[src/include/rasp_pkg.sv]
/*
  constants for the reset address strap and sense pin block: target
  addresses, internal register offsets, field positions, reset values
  and timing counts. assumes a single 100 MHz clock domain.
*/
package rasp_pkg;
  // ---------------------------------------------------------------
  // target addresses (8-bit write form)
  // ---------------------------------------------------------------
  localparam logic [7:0] ADDR_STRAP_LO = 8'hb0;
  localparam logic [7:0] ADDR_STRAP_HI = 8'hb2;
  // ---------------------------------------------------------------
  // internal registers
  // ---------------------------------------------------------------
  localparam logic [7:0] REG_CTRL      = 8'h00;
  localparam logic [7:0] REG_STAT      = 8'h01;
  localparam int         CTRL_SEL_BIT  = 0;
  localparam logic [7:0] CTRL_RST      = 8'h00;
  localparam int         STAT_OUT_BIT  = 0;
  localparam int         STAT_ADDR_BIT = 1;
  localparam int         STAT_INT_BIT  = 2;
  // ---------------------------------------------------------------
  // timing and sizes
  // ---------------------------------------------------------------
  localparam int         NUM_PORTS     = 4;
  localparam logic [1:0] CAPTURE_WAIT  = 2'h2;  // cycles for the strap to pass its synchroniser
  localparam int         HPD_TOGGLE_CYCLES = 16;
endpackage

[src/rtl/rasp_sync.sv]
/*
  two-flop synchroniser for a vector of asynchronous pin levels.
  assumes each bit is an independent level; no bus coherency.
*/
`timescale 1ns/1ps
module rasp_sync #(
  parameter int W = 1
) (
  // clock and reset
  input  wire logic         i_clk,
  input  wire logic         i_resetn,
  // levels
  input  wire logic [W-1:0] i_async,
  output logic      [W-1:0] o_sync
);
  logic [W-1:0] meta_q;
  logic [W-1:0] sync_q;

  initial begin
    if (W < 1) $error("rasp_sync: width must be at least one");
  end

  // first flop feeds only the second
  always_ff @(posedge i_clk or negedge i_resetn) begin
    if (!i_resetn) begin
      meta_q <= '0;
      sync_q <= '0;
    end else begin
      meta_q <= i_async;
      sync_q <= meta_q;
    end
  end

  assign o_sync = sync_q;
endmodule // rasp_sync

[src/rtl/rasp_top.sv]
/*
  strap capture, sense output mux, open-drain interrupt and the
  configuration serial target with a control and a status register.
  assumes i_resetn is the combined power-on and external reset, and
  that pins are resolved from the output enables outside.
*/
`timescale 1ns/1ps
module rasp_top #(
  parameter int NP       = rasp_pkg::NUM_PORTS,
  parameter int HPD_CYC  = rasp_pkg::HPD_TOGGLE_CYCLES
) (
  // clock and reset
  input  wire logic                  i_clk,
  input  wire logic                  i_resetn,
  // address strap and sense pin
  input  wire logic                  i_strap_in,
  output logic                       o_strap_out,
  output logic                       o_strap_oe,
  // port status from the receivers
  input  wire logic [NP-1:0]         i_port_5v_detect,
  input  wire logic [NP-1:0]         i_tmds_clk_det,
  input  wire logic [$clog2(NP)-1:0] i_sel_port,
  // interrupt pin
  input  wire logic                  i_int_req,
  input  wire logic                  i_int_in,
  output logic                       o_int_out,
  output logic                       o_int_oe,
  // configuration serial port
  input  wire logic                  i_cfg_serial_clock,
  input  wire logic                  i_cfg_serial_data_in,
  output logic                       o_cfg_serial_data_out,
  output logic                       o_cfg_serial_data_oe,
  // boot and hot plug
  output logic                       o_boot_reload,
  output logic                       o_hpd_low
);
  // ---------------------------------------------------------------
  // synchronised pins
  // ---------------------------------------------------------------
  localparam int SW = 2 * NP + 4;
  logic [SW-1:0] pins_s;
  logic          strap_s, scl_s, sda_s, int_s;
  logic [NP-1:0] det5v_s, tmds_s;

  initial begin
    if (NP < 2) $error("rasp_top: at least two ports needed");
    if (HPD_CYC < 1 || HPD_CYC > 65535) $error("rasp_top: hot plug count out of range");
  end

  rasp_sync #(.W(SW)) u_sync (
    .i_clk    (i_clk),
    .i_resetn (i_resetn),
    .i_async  ({i_tmds_clk_det, i_port_5v_detect, i_int_in, i_cfg_serial_data_in,
                i_cfg_serial_clock, i_strap_in}),
    .o_sync   (pins_s)
  );
  assign strap_s = pins_s[0];
  assign scl_s   = pins_s[1];
  assign sda_s   = pins_s[2];
  assign int_s   = pins_s[3];
  assign det5v_s = pins_s[4 +: NP];
  assign tmds_s  = pins_s[4 + NP +: NP];

  // ---------------------------------------------------------------
  // strap capture, sense output, boot and hot plug
  // ---------------------------------------------------------------
  logic [1:0]  wait_q, wait_d;
  logic        capt_q, capt_d;
  logic        addr_hi_q, addr_hi_d;
  logic        out_q, out_d;
  logic        reload_q, reload_d;
  logic        hpd_q, hpd_d;
  logic [15:0] hpd_cnt_q, hpd_cnt_d;
  logic [7:0]  ctrl_q, ctrl_d;
  logic        sense_mux;
  logic [6:0]  my_addr;

  // pick the status source for the selected port
  assign sense_mux = ctrl_q[rasp_pkg::CTRL_SEL_BIT] ? tmds_s[i_sel_port]
                                                     : det5v_s[i_sel_port];
  assign my_addr   = addr_hi_q ? rasp_pkg::ADDR_STRAP_HI[7:1]
                               : rasp_pkg::ADDR_STRAP_LO[7:1];

  // capture once the strap has crossed, then start boot and hot plug
  always_comb begin
    wait_d    = wait_q;
    capt_d    = capt_q;
    addr_hi_d = addr_hi_q;
    reload_d  = 1'b0;
    hpd_cnt_d = hpd_cnt_q;
    hpd_d     = hpd_q;
    out_d     = 1'b0;
    if (!capt_q) begin
      wait_d = wait_q + 2'h1;
      if (wait_q == rasp_pkg::CAPTURE_WAIT) begin
        capt_d    = 1'b1;
        addr_hi_d = strap_s;
        reload_d  = 1'b1;
        hpd_cnt_d = 16'(HPD_CYC);
      end
    end else begin
      out_d = sense_mux;
      if (hpd_cnt_q != 16'h0) begin
        hpd_cnt_d = hpd_cnt_q - 16'h1;
      end else begin
        hpd_d = 1'b0;
      end
    end
  end

  always_ff @(posedge i_clk or negedge i_resetn) begin
    if (!i_resetn) begin
      wait_q    <= 2'h0;
      capt_q    <= 1'b0;
      addr_hi_q <= 1'b0;
      reload_q  <= 1'b0;
      hpd_q     <= 1'b1;
      hpd_cnt_q <= 16'h0;
      out_q     <= 1'b0;
    end else begin
      wait_q    <= wait_d;
      capt_q    <= capt_d;
      addr_hi_q <= addr_hi_d;
      reload_q  <= reload_d;
      hpd_q     <= hpd_d;
      hpd_cnt_q <= hpd_cnt_d;
      out_q     <= out_d;
    end
  end

  assign o_strap_oe    = capt_q;
  assign o_strap_out   = out_q;
  assign o_boot_reload = reload_q;
  assign o_hpd_low     = hpd_q;

  // ---------------------------------------------------------------
  // open-drain interrupt
  // ---------------------------------------------------------------
  logic int_oe_q;

  always_ff @(posedge i_clk or negedge i_resetn) begin
    if (!i_resetn) begin
      int_oe_q <= 1'b0;
    end else begin
      int_oe_q <= i_int_req;
    end
  end
  assign o_int_out = 1'b0;
  assign o_int_oe  = int_oe_q;

  // ---------------------------------------------------------------
  // configuration serial target
  // ---------------------------------------------------------------
  typedef enum logic [2:0] {ST_IDLE, ST_ADDR, ST_PTR, ST_WR, ST_RD} rasp_st_e;
  rasp_st_e   st_q, st_d;
  logic [7:0] sh_q, sh_d, ptr_q, ptr_d, rdata;
  logic [3:0] cnt_q, cnt_d;
  logic       ack_q, ack_d, oe_q, oe_d, rw_q, rw_d, nack_q, nack_d;
  logic       scl_p_q, sda_p_q, rise, fall, start, stop;

  assign rise  = scl_s && !scl_p_q;
  assign fall  = !scl_s && scl_p_q;
  assign start = scl_s && scl_p_q && sda_p_q && !sda_s;
  assign stop  = scl_s && scl_p_q && !sda_p_q && sda_s;

  // read mux, unmapped offsets read zero
  always_comb begin
    rdata = 8'h00;
    case (ptr_q)
      rasp_pkg::REG_CTRL: rdata = ctrl_q;
      rasp_pkg::REG_STAT: begin
        rdata[rasp_pkg::STAT_OUT_BIT]  = out_q;
        rdata[rasp_pkg::STAT_ADDR_BIT] = addr_hi_q;
        rdata[rasp_pkg::STAT_INT_BIT]  = int_s;
      end
      default:            rdata = 8'h00;
    endcase
  end

  // byte engine: shift on rise, act and drive on fall
  always_comb begin
    st_d   = st_q;
    sh_d   = sh_q;
    ptr_d  = ptr_q;
    cnt_d  = cnt_q;
    ack_d  = ack_q;
    oe_d   = oe_q;
    rw_d   = rw_q;
    nack_d = nack_q;
    ctrl_d = ctrl_q;
    if (start) begin
      st_d  = ST_ADDR;
      cnt_d = 4'h0;
      ack_d = 1'b0;
      oe_d  = 1'b0;
    end else if (stop) begin
      st_d = ST_IDLE;
      oe_d = 1'b0;
    end else if (st_q != ST_IDLE) begin
      if (rise && !ack_q) begin
        sh_d  = {sh_q[6:0], sda_s};
        cnt_d = cnt_q + 4'h1;
      end else if (rise) begin
        nack_d = sda_s;
      end
      if (fall && !ack_q && cnt_q == 4'h8) begin
        ack_d = 1'b1;
        cnt_d = 4'h0;
        case (st_q)
          ST_ADDR: begin
            if (sh_q[7:1] == my_addr) begin
              oe_d = 1'b1;
              rw_d = sh_q[0];
            end else begin
              st_d  = ST_IDLE;
              ack_d = 1'b0;
            end
          end
          ST_PTR: begin
            oe_d  = 1'b1;
            ptr_d = sh_q;
          end
          ST_WR: begin
            oe_d  = 1'b1;
            ptr_d = ptr_q + 8'h1;
            if (ptr_q == rasp_pkg::REG_CTRL) begin
              ctrl_d = sh_q;
            end
          end
          ST_RD:   oe_d = 1'b0;
          default: st_d = ST_IDLE;
        endcase
      end else if (fall && ack_q) begin
        ack_d = 1'b0;
        oe_d  = 1'b0;
        case (st_q)
          ST_ADDR: begin
            st_d = rw_q ? ST_RD : ST_PTR;
            if (rw_q) begin
              sh_d  = rdata;
              oe_d  = !rdata[7];
              ptr_d = ptr_q + 8'h1;
            end
          end
          ST_PTR:  st_d = ST_WR;
          ST_WR:   st_d = ST_WR;
          ST_RD: begin
            if (nack_q) begin
              st_d = ST_IDLE;
            end else begin
              sh_d  = rdata;
              oe_d  = !rdata[7];
              ptr_d = ptr_q + 8'h1;
            end
          end
          default: st_d = ST_IDLE;
        endcase
      end else if (fall && st_q == ST_RD) begin
        oe_d = !sh_q[7];  // open drain: drive low for a zero
      end
    end
  end

  always_ff @(posedge i_clk or negedge i_resetn) begin
    if (!i_resetn) begin
      st_q    <= ST_IDLE;
      sh_q    <= 8'h00;
      ptr_q   <= 8'h00;
      cnt_q   <= 4'h0;
      ack_q   <= 1'b0;
      oe_q    <= 1'b0;
      rw_q    <= 1'b0;
      nack_q  <= 1'b0;
      ctrl_q  <= rasp_pkg::CTRL_RST;
      scl_p_q <= 1'b1;
      sda_p_q <= 1'b1;
    end else begin
      st_q    <= st_d;
      sh_q    <= sh_d;
      ptr_q   <= ptr_d;
      cnt_q   <= cnt_d;
      ack_q   <= ack_d;
      oe_q    <= oe_d;
      rw_q    <= rw_d;
      nack_q  <= nack_d;
      ctrl_q  <= ctrl_d;
      scl_p_q <= scl_s;
      sda_p_q <= sda_s;
    end
  end

  assign o_cfg_serial_data_out = 1'b0;
  assign o_cfg_serial_data_oe  = oe_q;
endmodule // rasp_top

[config.mk]
export PLATFORM = sky130hd
export DESIGN_NAME = rasp_top
export DESIGN_NICKNAME = d
export VERILOG_FILES = /design/src/include/rasp_pkg.sv /design/src/rtl/rasp_sync.sv /design/src/rtl/rasp_top.sv
export SDC_FILE = /design/constraint.sdc
export NUM_CORES = 1
export LEC_CHECK = 0
export ABC_AREA = 1
export ABC_CLOCK_PERIOD_IN_PS = 2800
export BUFFER_PORTS_ARGS = -buffer_cell sky130_fd_sc_hd__buf_2
export CAP_MARGIN = 20
export CORE_ASPECT_RATIO = 0.7
export CORE_MARGIN = 10
export CORE_UTILIZATION = 45
export DETAILED_ROUTE_END_ITERATION = 10
export GPL_TIMING_DRIVEN = 0
export SLEW_MARGIN = 20
export SYNTH_ARGS = -nofsm -noshare
export SYNTH_HDL_FRONTEND = slang
export SYNTH_SLANG_ARGS = --single-unit
[constraint.sdc]
create_clock -name i_clk -period 2.8 [get_ports i_clk]
set_clock_uncertainty 0.2 [all_clocks]
set_input_delay 0.56 -clock i_clk [delete_from_list [all_inputs] [get_ports i_clk]]
set_output_delay 0.56 -clock i_clk [all_outputs]
set_load 0.05 [all_outputs]
==> qor.yml, run 1 <==
clock_tree:
  cts_sinks: 85
  clockBufferDepth: 2
  clkTransAtPathRegs_ps: 70
  cts_htree_levels: 3
  clock_tree.root_cell: "sky130_fd_sc_hd__clkbuf_16"
  post_cts_resized: 0
  cts_tree: "yes"
  cts_made_buffers: 9
  clkLatencyLatePin_ps: 340
logic_synthesis:
  synthDistinctLibCells: 44
  synth-seq-area-share_pct: 48.2
  synth.cell_area_sq_um: 4420
  synth_enable_flop_cells: 0
  synth.top_cells.by_area: "sky130_fd_sc_hd__dfrtp_1 46%, sky130_fd_sc_hd__nand2_1 11%, sky130_fd_sc_hd__nand3_1 4.9%"
  synthesis.instances: 532
  ys.warnings.count: 0
  synth-seq-cells: 85
  synthMostInstantiatedCell: "sky130_fd_sc_hd__nand2_1"
  synthDominantAreaCellType: "sky130_fd_sc_hd__dfrtp_1"
  yosys_most_used_dff: "sky130_fd_sc_hd__dfrtp_1"
  post_synth.cell_area_avg_sq_um: 8.31
  ys_top_cells_by_count: "135 x sky130_fd_sc_hd__nand2_1, 82 x sky130_fd_sc_hd__dfrtp_1, 55 x sky130_fd_sc_hd__inv_1"
  share_of_yosys_cell_area_claimed_by_the_top_area_cell_type_pct: 46.4
  async_reset_ff_share_pct: 100
die:
  boundary_pins: 25
  die_x_um: 138
  initial_core_util_pct: 45.8
  fp.dieH_um: 103
  std_cell_rows: 30
  coreArea_sq_um: 9650
  die_area_sq_um: 14300
layout:
  flow.area_growth_from_synthesis_pct: 14.3
  antenna_cells: 0
  fill_cells: 900
  final-seq-area_sq_um: 2130
  nets: 593
  proportion_of_layout_cells_with_a_drive_suffix_above_1_pct: 17.8
  multi_input_gate_area_in_the_final_layout_sq_um: 1970
place:
  buffer_ports.inserted: 22
  dp_hpwl_um: 7120
  routabilityCongestion: 0.887
  place_ws_ps: 700
pwr:
  total_power_mw: 3.05
  cellPowerDensity_nw_per_um2: 603
  p_leak_nw: 2.55
  peakVddDrop_uv: 471
setup_path:
  cp-start-kind: "flip-flop"
  crit_top_cell: "sky130_fd_sc_hd__nand2_1"
  crit_slowest_cell: "sky130_fd_sc_hd__dfrtp_1"
  cp_top_family: "simple AND/OR/NAND/NOR gates"
  worst_path_largest_cell_delay_ps: 420
  worstPathBufferInverterCount: 3
  cp_class: "flip-flop to flip-flop"
  worst_endpoint_required_time_ps: 2830
  timing.critical_path.cells: "inv_1 > ha_1 > nor3b_1 > nand2_1 > clkinv_2 > nand3_4 > buf_6 > nand2_1 > o21ai_1"
  endpoint_kind: "flip-flop"
  crit_path_max_fanout: 10
  cp_data_arrival_time_ps: 2130
timing:
  min_period_ps: 2100
  rsz0062_at_grt: "false"
  post_route_setup_tns_ps: 0
  tightestPinTransition_ps: 538
  final-hold-violation-count: 0
  slew_headroom_pct: 64.1
  timing.final.crit_share_pct: 75.1
  fin_ws_ps: 698
  drv_slew: 0
  timing.final.setup_violations: 0
  max_freq_ghz: 0.476
detailed_routing:
  finalWirelength_um: 9600
  number_of_routed_nets_with_antenna_violations: 0
  avgViaCountPerCell: 5.04
  vias: 3531
  drt-wirelength-per-cell_um: 13.7
  drc_errors: 0
  drt-pass1-iter-count: 5
  drt_iter0_markers: 317
grt:
  wire_length_of_the_first_global_routing_pass_um: 16400
  overflow: 0
  maximum_number_of_pins_on_one_net_before_global_route_repair: 57
  grt.total_usage_pct: 14.1
  number_of_antenna_violations_at_the_first_check_in_global_routing: 0
  via_count_of_the_first_global_routing_pass: 3245
run:
  total_of_max_cap_violations: 0
worst_hold_path:
  worst_hold_path_type: "input port to flip-flop"
outcome:
  status: "finished clean"
## placed cells by master, fill, tap and decap left out, types with 4 or more instances in the layout
cell type / instances
sky130_fd_sc_hd__nor2_2: 10
sky130_fd_sc_hd__o21ai_0: 28
sky130_fd_sc_hd__nand3_1: 43
sky130_fd_sc_hd__xor2_1: 6
sky130_fd_sc_hd__o21ai_2: 5
sky130_fd_sc_hd__nand4_1: 17
sky130_fd_sc_hd__inv_2: 8
sky130_fd_sc_hd__ha_1: 8
sky130_fd_sc_hd__inv_1: 55
sky130_fd_sc_hd__nand2_2: 10
sky130_fd_sc_hd__buf_2: 24
sky130_fd_sc_hd__o21ai_1: 23
sky130_fd_sc_hd__a21oi_1: 6
sky130_fd_sc_hd__dfrtp_1: 82
sky130_fd_sc_hd__clkbuf_16: 9
sky130_fd_sc_hd__nor2_1: 46
sky130_fd_sc_hd__nand2_4: 4
sky130_fd_sc_hd__nand2_1: 135
## worst register-to-register path: stages (launching register included)
cell and delay, ps:
sky130_fd_sc_hd__dfrtp_1 420, sky130_fd_sc_hd__inv_1 110, sky130_fd_sc_hd__ha_1 140, sky130_fd_sc_hd__nor3b_1 340, sky130_fd_sc_hd__nand2_1 160, sky130_fd_sc_hd__clkinv_2 170, sky130_fd_sc_hd__nand3_4 150, sky130_fd_sc_hd__buf_6 180
sky130_fd_sc_hd__nand2_1 50, sky130_fd_sc_hd__o21ai_1 60
## power breakdown
group	total (mW)	switching, mW	internal (mW)	leakage [nW]
combinational	0.419	0.287	0.132	1.31
clock	1.25	0.522	0.733	0.153
sequential	1.38	0.0639	1.31	1.09
## through the flow
| step | cell area (sq um) | instances | utilization (%) | hold WS, ps |
|---|---|---|---|---|
| after global placement | 4700 | 683 | 48.7 | 135 |
| after floorplan | 4430 | 533 | - | 64.4 |
| after detailed placement | 4730 | 684 | 49.0 | 135 |
| after CTS | 5050 | 701 | 52.4 | 113 |
| final | 5050 | 701 | 52.4 | 123 |
| after global routing | 5050 | 701 | 52.4 | 108 |
## metal layers
layer  up-vias  routed length, um  GRT usage (%)
met5         -                  0              0
met4         0                127           4.44
met3        14                649           3.73
met2       110               3580           18.8
met1      1608               5240           21.4
li1       1799                  -              -
## worst paths after layout
check	startpoint	to	slack, ps	cells past startpoint
max	ptr_q[0]	ctrl_q[6]	700	9
min	i_cfg_serial_clock	u_sync.meta_q[1]	120	1
max reg2reg	ptr_q[0]	ctrl_q[6]	700	9
min reg2reg	u_sync.meta_q[0]	u_sync.o_sync[0]	150	0
max in group asynchronous	i_resetn	o_hpd_low	1240	3
min in group asynchronous	i_resetn	rw_q	500	2
## cell families (layout without fill, tap and decap cells)
family / Yosys count / in the layout / share of synthesized area, %
flip-flops: 85 / 85 / 48.2
XOR/XNOR: 8 / 8 / 1.58
adder cells (fa/ha/maj): 8 / 8 / 2.26
AO/OA/AOI/OAI: 76 / 76 / 10.2
other: 1 / 2 / 0.0848
AND/OR/NAND/NOR: 278 / 278 / 30.0
buffers and inverters: 75 / 115 / 7.47
multiplexers: 1 / 1 / 0.226
## flip-flops by register name, indices dropped and copies added, names as in the netlist, 2 cells and up
register       count
wait_q             2
cnt_q              4
u_sync.o_sync     12
sh_q               8
st_q               3
ptr_q              8
hpd_cnt_q         16
ctrl_q             8
u_sync.meta_q     12
## repair_timing
| item | in CTS | in global routing |
|---|---|---|
| buffers inserted | 0 | 0 |
| hold endpoints to repair | 29 | 0 |
| hold buffers | 1 | 0 |
## area by class of cell
cell class,count,area share (%)
sequential,85,42.2
multi-input combinational,373,38.9
inverter,66,5.03
clock buffer,10,4.73
tap,128,3.17
timing repair buffer,24,2.97
clock inverter,6,1.54
buffer,9,1.51
Power figures use the tool's default switching activity.
==> inputs of run 2 (changes only) <==
- ABC_CLOCK_PERIOD_IN_PS: 2800 -> 1860
- clock period: 2.8 -> 1.86 ns (I/O delays scaled with it)
==> run 2 against run 1 <==
The run now ends with setup timing left. Count of clock-buffer cells in the layout did not move. Sequential power rose by 51%. Non-clock buffer count rose by 42. Register-to-register slack got worse by 700 ps. Global-route usage rose by 0.65 points. Core utilization rose by 6.6 points. Power rose by 51%. Critical path depth fell by 2. Design area rose by 13%. Sequential share of layout area fell by 4.7 points. Critical path type unchanged. Largest cell class is now multi-input gates.
==> qor.yml, run 2 (synthesized netlist as in run 1, its figures left out) <==
run:
  total_of_max_cap_violations: 0  # unchanged
grt:
  via_count_of_the_first_global_routing_pass: 3497  # was 3245
  number_of_antenna_violations_at_the_first_check_in_global_routing: 0  # unchanged
  grt_use_met3_pct: 4.14  # was 3.73%
  grtUsageMet2_pct: 20.9  # was 18.8%
  wire_length_of_the_first_global_routing_pass_um: 17400  # was 16400 um
  grt.total_usage_pct: 14.8  # was 14.1%
  busiest_layer: "met1"  # unchanged
  maximum_number_of_pins_on_one_net_before_global_route_repair: 59  # was 57
  overflow: 0  # unchanged
  groute.layer.met1.usage_pct: 21.9  # was 21.4%
setup_path:
  worst_path_largest_cell_delay_ps: 540  # was 420 ps
  cp-start-kind: "flip-flop"  # unchanged
  cp_class: "flip-flop to flip-flop"  # unchanged
  crit_path_max_fanout: 8  # was 10
  crit_slowest_cell: "sky130_fd_sc_hd__dfstp_2"  # was sky130_fd_sc_hd__dfrtp_1
  cp_data_arrival_time_ps: 1920  # was 2130 ps
  endpoint_kind: "flip-flop"  # unchanged
  timing.critical_path.cells: "inv_2 > nor2_4 > nand2_4 > nor2_8 > nand3_4 > clkbuf_16 > o21ai_2"  # was inv_1 > ha_1 > nor3b_1 > nand2_1 > clkinv_2 > nand3_4 > buf_6 > nand2_1 > o21ai_1
  cp_top_family: "simple AND/OR/NAND/NOR gates"  # unchanged
  worstPathBufferInverterCount: 2  # was 3
  worst_endpoint_required_time_ps: 1920  # was 2830 ps
layout:
  finalNonFillerCells: 744  # was 701
  mostFrequentLayoutCell: "sky130_fd_sc_hd__nand2_1"  # unchanged
  fill_cells: 831  # was 900
  nets: 636  # was 593
  proportion_of_layout_cells_with_a_drive_suffix_above_1_pct: 29.2  # was 17.8%
  largest_reg_flops: 16  # unchanged
  antenna_cells: 0  # unchanged
  largest-register: "hpd_cnt_q"  # unchanged
  flow.area_growth_from_synthesis_pct: 28.6  # was 14.3%
  final_cell_mix: "116 x sky130_fd_sc_hd__nand2_1, 80 x sky130_fd_sc_hd__dfrtp_1, 48 x sky130_fd_sc_hd__inv_1, 44 x sky130_fd_sc_hd__nor2_1, 40 x sky130_fd_sc_hd__nand3_1"  # was 135 x sky130_fd_sc_hd__nand2_1, 82 x sky130_fd_sc_hd__dfrtp_1, 55 x sky130_fd_sc_hd__inv_1, 46 x sky130_fd_sc_hd__nor2_1, 43 x sky130_fd_sc_hd__nand3_1
detailed_routing:
  drc_errors: 0  # unchanged
  avgViaCountPerCell: 5.07  # was 5.04
  finalWirelength_um: 10600  # was 9600 um
  vias: 3774  # was 3531
  drt-wirelength-per-cell_um: 14.3  # was 13.7 um
  drt-pass1-iter-count: 5  # unchanged
  number_of_routed_nets_with_antenna_violations: 0  # unchanged
  drt_iter0_markers: 267  # was 317
pwr:
  net_switching_fraction_of_the_power_pct: 30.7  # was 28.6%
  cellPowerDensity_nw_per_um2: 810  # was 603 nW/um^2
  switching_power_mw: 1.42  # was 0.873 mW
  p_int_mw: 3.19  # was 2.18 mW
  power.clock.fraction_pct: 38.3  # was 41.1%
  comb_power_share_pct: 16.6  # was 13.8%
  p_leak_nw: 2.85  # was 2.55 nW
  total_power_mw: 4.61  # was 3.05 mW
  peakVddDrop_uv: 466  # was 471 uV
  seqPwrFrac_pct: 45.1  # about the same
timing:
  post_route_setup_tns_ps: -0.493  # was 0 ps
  worst_hold_slack_ps: 146  # was 123 ps
  timing.final.crit_share_pct: 100  # was 75.1%
  fin_ws_ps: -0.493  # was 698 ps
  rsz0062_at_grt: "true"  # was false
  final-hold-violation-count: 0  # unchanged
  tightestPinTransition_ps: 517  # was 538 ps
  drv_slew: 0  # unchanged
  timing.final.setup_violations: 1  # was 0
  min_period_ps: 1860  # was 2100 ps
  slew_headroom_pct: 65.5  # was 64.1%
  max_freq_ghz: 0.537  # was 0.476 GHz
place:
  dp_hpwl_um: 7010  # was 7120 um
  numPlacedInstances: 684  # unchanged
  place_ws_ps: -217  # was 700 ps
  routabilityCongestion: 0.856  # was 0.887
  buffer_ports.inserted: 22  # unchanged
outcome:
  violations: "setup timing"
  status: "complete, but fails checks"  # was finished clean
worst_hold_path:
  worst_hold_path_type: "flip-flop to flip-flop"  # was input port to flip-flop
clock_tree:
  clkLatencyLatePin_ps: 340  # about the same
  clockBufferDepth: 2  # unchanged
  cts_sinks: 85  # unchanged
  cts_made_buffers: 9  # unchanged
  cts_tree: "yes"  # unchanged
  clkTransAtPathRegs_ps: 70  # about the same
  cts_htree_levels: 3  # unchanged
  clock_tree.root_cell: "sky130_fd_sc_hd__clkbuf_16"  # unchanged
die:
  std_cell_rows: 30  # unchanged
  boundary_pins: 25  # unchanged
  fp.dieH_um: 103  # unchanged
  die_area_sq_um: 14300  # unchanged
  coreArea_sq_um: 9650  # unchanged
  initial_core_util_pct: 45.8  # unchanged
  die_x_um: 138  # unchanged
## run 2: path summary, 6_finish.rpt
| check | startpoint | to | slack (ps) | cells past startpoint |
|---|---|---|---|---|
| min | u_sync.meta_q[11] | u_sync.o_sync[11] | 150 | 0 |
| max reg2reg | scl_p_q | ctrl_q[2] | -0.5 | 7 |
| max in group asynchronous | i_resetn | o_hpd_low | 500 | 3 |
| min reg2reg | u_sync.meta_q[11] | u_sync.o_sync[11] | 150 | 0 |
| min in group asynchronous | i_resetn | st_q[0] | 310 | 2 |
| max | scl_p_q | ctrl_q[2] | -0.5 | 7 |
## run 2: layer usage
| layer | part of all wire, % | wire length, um |
|---|---|---|
| met3 | 6.4 | 680 |
| met5 | 0 | 0 |
| met4 | 0.54 | 57 |
| met2 | 43 | 4530 |
| met1 | 50 | 5380 |
## run 2: final cells by class
type | count | area (sq um) | share of cell area (%)
multi-input combinational | 374 | 2180 | 38.4
sequential | 85 | 2130 | 37.5
timing repair buffer | 67 | 574 | 10.1
inverter | 66 | 278 | 4.88
clock buffer | 10 | 229 | 4.03
tap | 128 | 160 | 2.82
buffer | 8 | 68.8 | 1.21
clock inverter | 6 | 60.1 | 1.06
## run 2: stage by stage
step | cell area (sq um) | util, %
3_5_place_dp | 4730 | 49.0
3_3_place_gp | 4700 | 48.7
6_report | 5690 | 59.0
5_1_grt | 5690 | 59.0
2_1_floorplan | 4430 | -
4_1_cts | 5300 | 55.0
## run 2: worst register-to-register path: stages, from the launching register on
cell and delay, ps:
sky130_fd_sc_hd__dfstp_2 540, sky130_fd_sc_hd__inv_2 50, sky130_fd_sc_hd__nor2_4 200, sky130_fd_sc_hd__nand2_4 100, sky130_fd_sc_hd__nor2_8 190, sky130_fd_sc_hd__nand3_4 190, sky130_fd_sc_hd__clkbuf_16 220, sky130_fd_sc_hd__o21ai_2 110
## run 2: power groups by stage
stage                     Combinational [mW]  Clock (mW)  Sequential [mW]
final                                  0.767        1.77             2.08
after floorplan                        0.406           0             2.12
after global routing                   0.855        1.89             2.09
after detailed placement               0.623           0             2.10
after CTS                              0.675        1.80             2.07
after global placement                 0.606           0             2.10
## run 2: timing repair
item | 4_1_cts | 5_1_grt
cloned | 1 | 2
hold buffers | 14 | 0
setup buffers | 13 | 15
pin swaps | 11 | 22
setup endpoints to repair | 43 | 48
hold endpoints to repair | 40 | 0
gates resized for setup | 21 | 70
==> inputs of run 3 (changes only) <==
- TNS_END_PERCENT: default -> 50
==> run 3 against run 2 <==
Core utilization is 0.091 points lower. The run now ends clean. Clock power hardly changed. Critical path type unchanged. Sequential power hardly changed. Sequential cell count stayed put.
==> qor.yml, run 3 (synthesized netlist as in run 1, its figures left out) <==
grt:
  wire_length_of_the_first_global_routing_pass_um: 17500  # was 17400 um
  via_count_of_the_first_global_routing_pass: 3502  # was 3497
  grt.total_usage_pct: 14.9  # was 14.8%
  overflow: 0  # unchanged
  maximum_number_of_pins_on_one_net_before_global_route_repair: 59  # unchanged
  number_of_antenna_violations_at_the_first_check_in_global_routing: 0  # unchanged
die:
  boundary_pins: 25  # unchanged
  std_cell_rows: 30  # unchanged
  fp.dieH_um: 103  # unchanged
  initial_core_util_pct: 45.8  # unchanged
  die_x_um: 138  # unchanged
  coreArea_sq_um: 9650  # unchanged
  die_area_sq_um: 14300  # unchanged
timing:
  drv_slew: 0  # unchanged
  min_period_ps: 1860  # about the same
  final-hold-violation-count: 0  # unchanged
  timing.final.crit_share_pct: 99.7  # was 100%
  timing.final.setup_violations: 0  # was 1
  tightestPinTransition_ps: 522  # was 517 ps
  fin_ws_ps: 4.71  # was -0.493 ps
  max_freq_ghz: 0.539  # was 0.537 GHz
  post_route_setup_tns_ps: 0  # was -0.493 ps
  slew_headroom_pct: 65.2  # was 65.5%
  rsz0062_at_grt: "true"  # unchanged
detailed_routing:
  avgViaCountPerCell: 5.04  # was 5.07
  drt-pass1-iter-count: 5  # unchanged
  number_of_routed_nets_with_antenna_violations: 0  # unchanged
  finalWirelength_um: 10600  # about the same
  vias: 3772  # was 3774
  drc_errors: 0  # unchanged
  drt-wirelength-per-cell_um: 14.2  # was 14.3 um
  drt_iter0_markers: 274  # was 267
layout:
  proportion_of_layout_cells_with_a_drive_suffix_above_1_pct: 27.7  # was 29.2%
  final_cell_mix: "125 x sky130_fd_sc_hd__nand2_1, 80 x sky130_fd_sc_hd__dfrtp_1, 48 x sky130_fd_sc_hd__inv_1, 43 x sky130_fd_sc_hd__nor2_1, 40 x sky130_fd_sc_hd__nand3_1"  # was 116 x sky130_fd_sc_hd__nand2_1, 80 x sky130_fd_sc_hd__dfrtp_1, 48 x sky130_fd_sc_hd__inv_1, 44 x sky130_fd_sc_hd__nor2_1, 40 x sky130_fd_sc_hd__nand3_1
  largest-register: "hpd_cnt_q"  # unchanged
  mostFrequentLayoutCell: "sky130_fd_sc_hd__nand2_1"  # unchanged
  multi_input_gate_area_in_the_final_layout_sq_um: 2130  # was 2180 sq um
  nets: 641  # was 636
  antenna_cells: 0  # unchanged
  flow.area_growth_from_synthesis_pct: 28.4  # was 28.6%
  fill_cells: 839  # was 831
  finalNonFillerCells: 749  # was 744
  largest_reg_flops: 16  # unchanged
  final-seq-area_sq_um: 2130  # unchanged
place:
  buffer_ports.inserted: 22  # unchanged
  dp_hpwl_um: 7010  # unchanged
  numPlacedInstances: 684  # unchanged
  place_ws_ps: -217  # unchanged
  routabilityCongestion: 0.856  # unchanged
outcome:
  status: "finished clean"  # was complete, but fails checks
setup_path:
  cp-start-kind: "flip-flop"  # unchanged
  worst_endpoint_required_time_ps: 1920  # about the same
  worst_setup_path_endpoint: "ctrl_q[2]"  # unchanged
  endpoint_kind: "flip-flop"  # unchanged
  rr_worst_depth: 7  # unchanged
  rr_startpoint: "scl_p_q"  # unchanged
  crit_path_max_fanout: 8  # unchanged
  worst_setup_path_startpoint: "scl_p_q"  # unchanged
  timing.rr.end: "ctrl_q[2]"  # unchanged
  cp_data_arrival_time_ps: 1910  # was 1920 ps
  r2r_setup_slack_ps: 5  # was -0.5 ps
  cp_class: "flip-flop to flip-flop"  # unchanged
pwr:
  total_power_mw: 4.60  # was 4.61 mW
  peakVddDrop_uv: 466  # about the same
  p_leak_nw: 2.85  # about the same
  cellPowerDensity_nw_per_um2: 811  # was 810 nW/um^2
clock_tree:
  clock_tree.root_cell: "sky130_fd_sc_hd__clkbuf_16"  # unchanged
  cts_sinks: 85  # unchanged
  cts_htree_levels: 3  # unchanged
  clkLatencyLatePin_ps: 340  # about the same
  clkTransAtPathRegs_ps: 70  # about the same
  cts_tree: "yes"  # unchanged
  clockBufferDepth: 2  # unchanged
  cts_made_buffers: 9  # unchanged
worst_hold_path:
  worst_hold_path_type: "flip-flop to flip-flop"  # unchanged
run:
  total_of_max_cap_violations: 0  # unchanged
==> run 3: cell types whose count changed in the layout (fill, tap and decap cells not counted), sizes merged <==
cell / previous run / this run
buf: 59 / 63
clkbuf: 12 / 13
==> run 3: worst min-delay path by stage <==
stage / endpoint / startpoint / cells after the start / slack [ps]
global placement: u_sync.o_sync[0] / u_sync.meta_q[0] / 0 / 130
CTS: u_sync.o_sync[5] / u_sync.meta_q[5] / 0 / 150
global route: u_sync.o_sync[9] / u_sync.meta_q[9] / 0 / 150
finish: u_sync.o_sync[11] / u_sync.meta_q[11] / 0 / 150
detailed placement: st_q[0] / i_resetn / 1 / 130
floorplan: ack_q / i_resetn / 0 / -120
==> run 3: worst max-delay path, stage by stage, from the launching register on <==
cell and delay, ps:
sky130_fd_sc_hd__dfstp_2 540, sky130_fd_sc_hd__inv_2 50, sky130_fd_sc_hd__nor2_4 210, sky130_fd_sc_hd__nand2_4 100
sky130_fd_sc_hd__nor2_8 180, sky130_fd_sc_hd__nand3_4 190, sky130_fd_sc_hd__clkbuf_16 210, sky130_fd_sc_hd__o21ai_2 110
==> run 3: final cells by class <==
class | instances | share of cell area, %
inverters | 66 | 4.76
plain buffers | 9 | 1.56
multi-input cells | 374 | 37.5
well taps | 128 | 2.82
clock inverters | 6 | 1.06
repair buffers | 71 | 10.8
clock buffers | 10 | 4.03
flip-flops and latches | 85 | 37.6
==> run 3: power by group <==
| group | leakage, nW | internal (mW) | total [mW] | switching, mW |
|---|---|---|---|---|
| registers | 1.08 | 1.97 | 2.07 | 0.102 |
| clock network | 0.144 | 0.950 | 1.77 | 0.816 |
| logic | 1.62 | 0.272 | 0.764 | 0.492 |
| total | 2.85 | 3.20 | 4.60 | 1.41 |
==> run 3: repair_timing <==
action                     4_1_cts  5_1_grt
hold buffers                    14        0
setup endpoints to repair       43       48
resized for setup               21       48
hold endpoints to repair        40        0
cloned                           1        3
pin swaps                       12       17
buffers inserted                13       18
==> run 3: metrics by stage <==
stage | area, sq um | util [%] | hold WS [ps]
after global placement | 4700 | 48.7 | 131
after detailed placement | 4730 | 49.0 | 130
after CTS | 5320 | 55.2 | 151
final | 5680 | 58.9 | 149
after global routing | 5680 | 58.9 | 154
after floorplan | 4430 | - | -124
==> run 3: per-layer routing <==
metal | share of wire, % | GRT usage [%]
met5 | 0 | 0
met3 | 6.1 | 4.14
met1 | 52 | 22.1
met2 | 42 | 21.0
met4 | 0.48 | 2.67
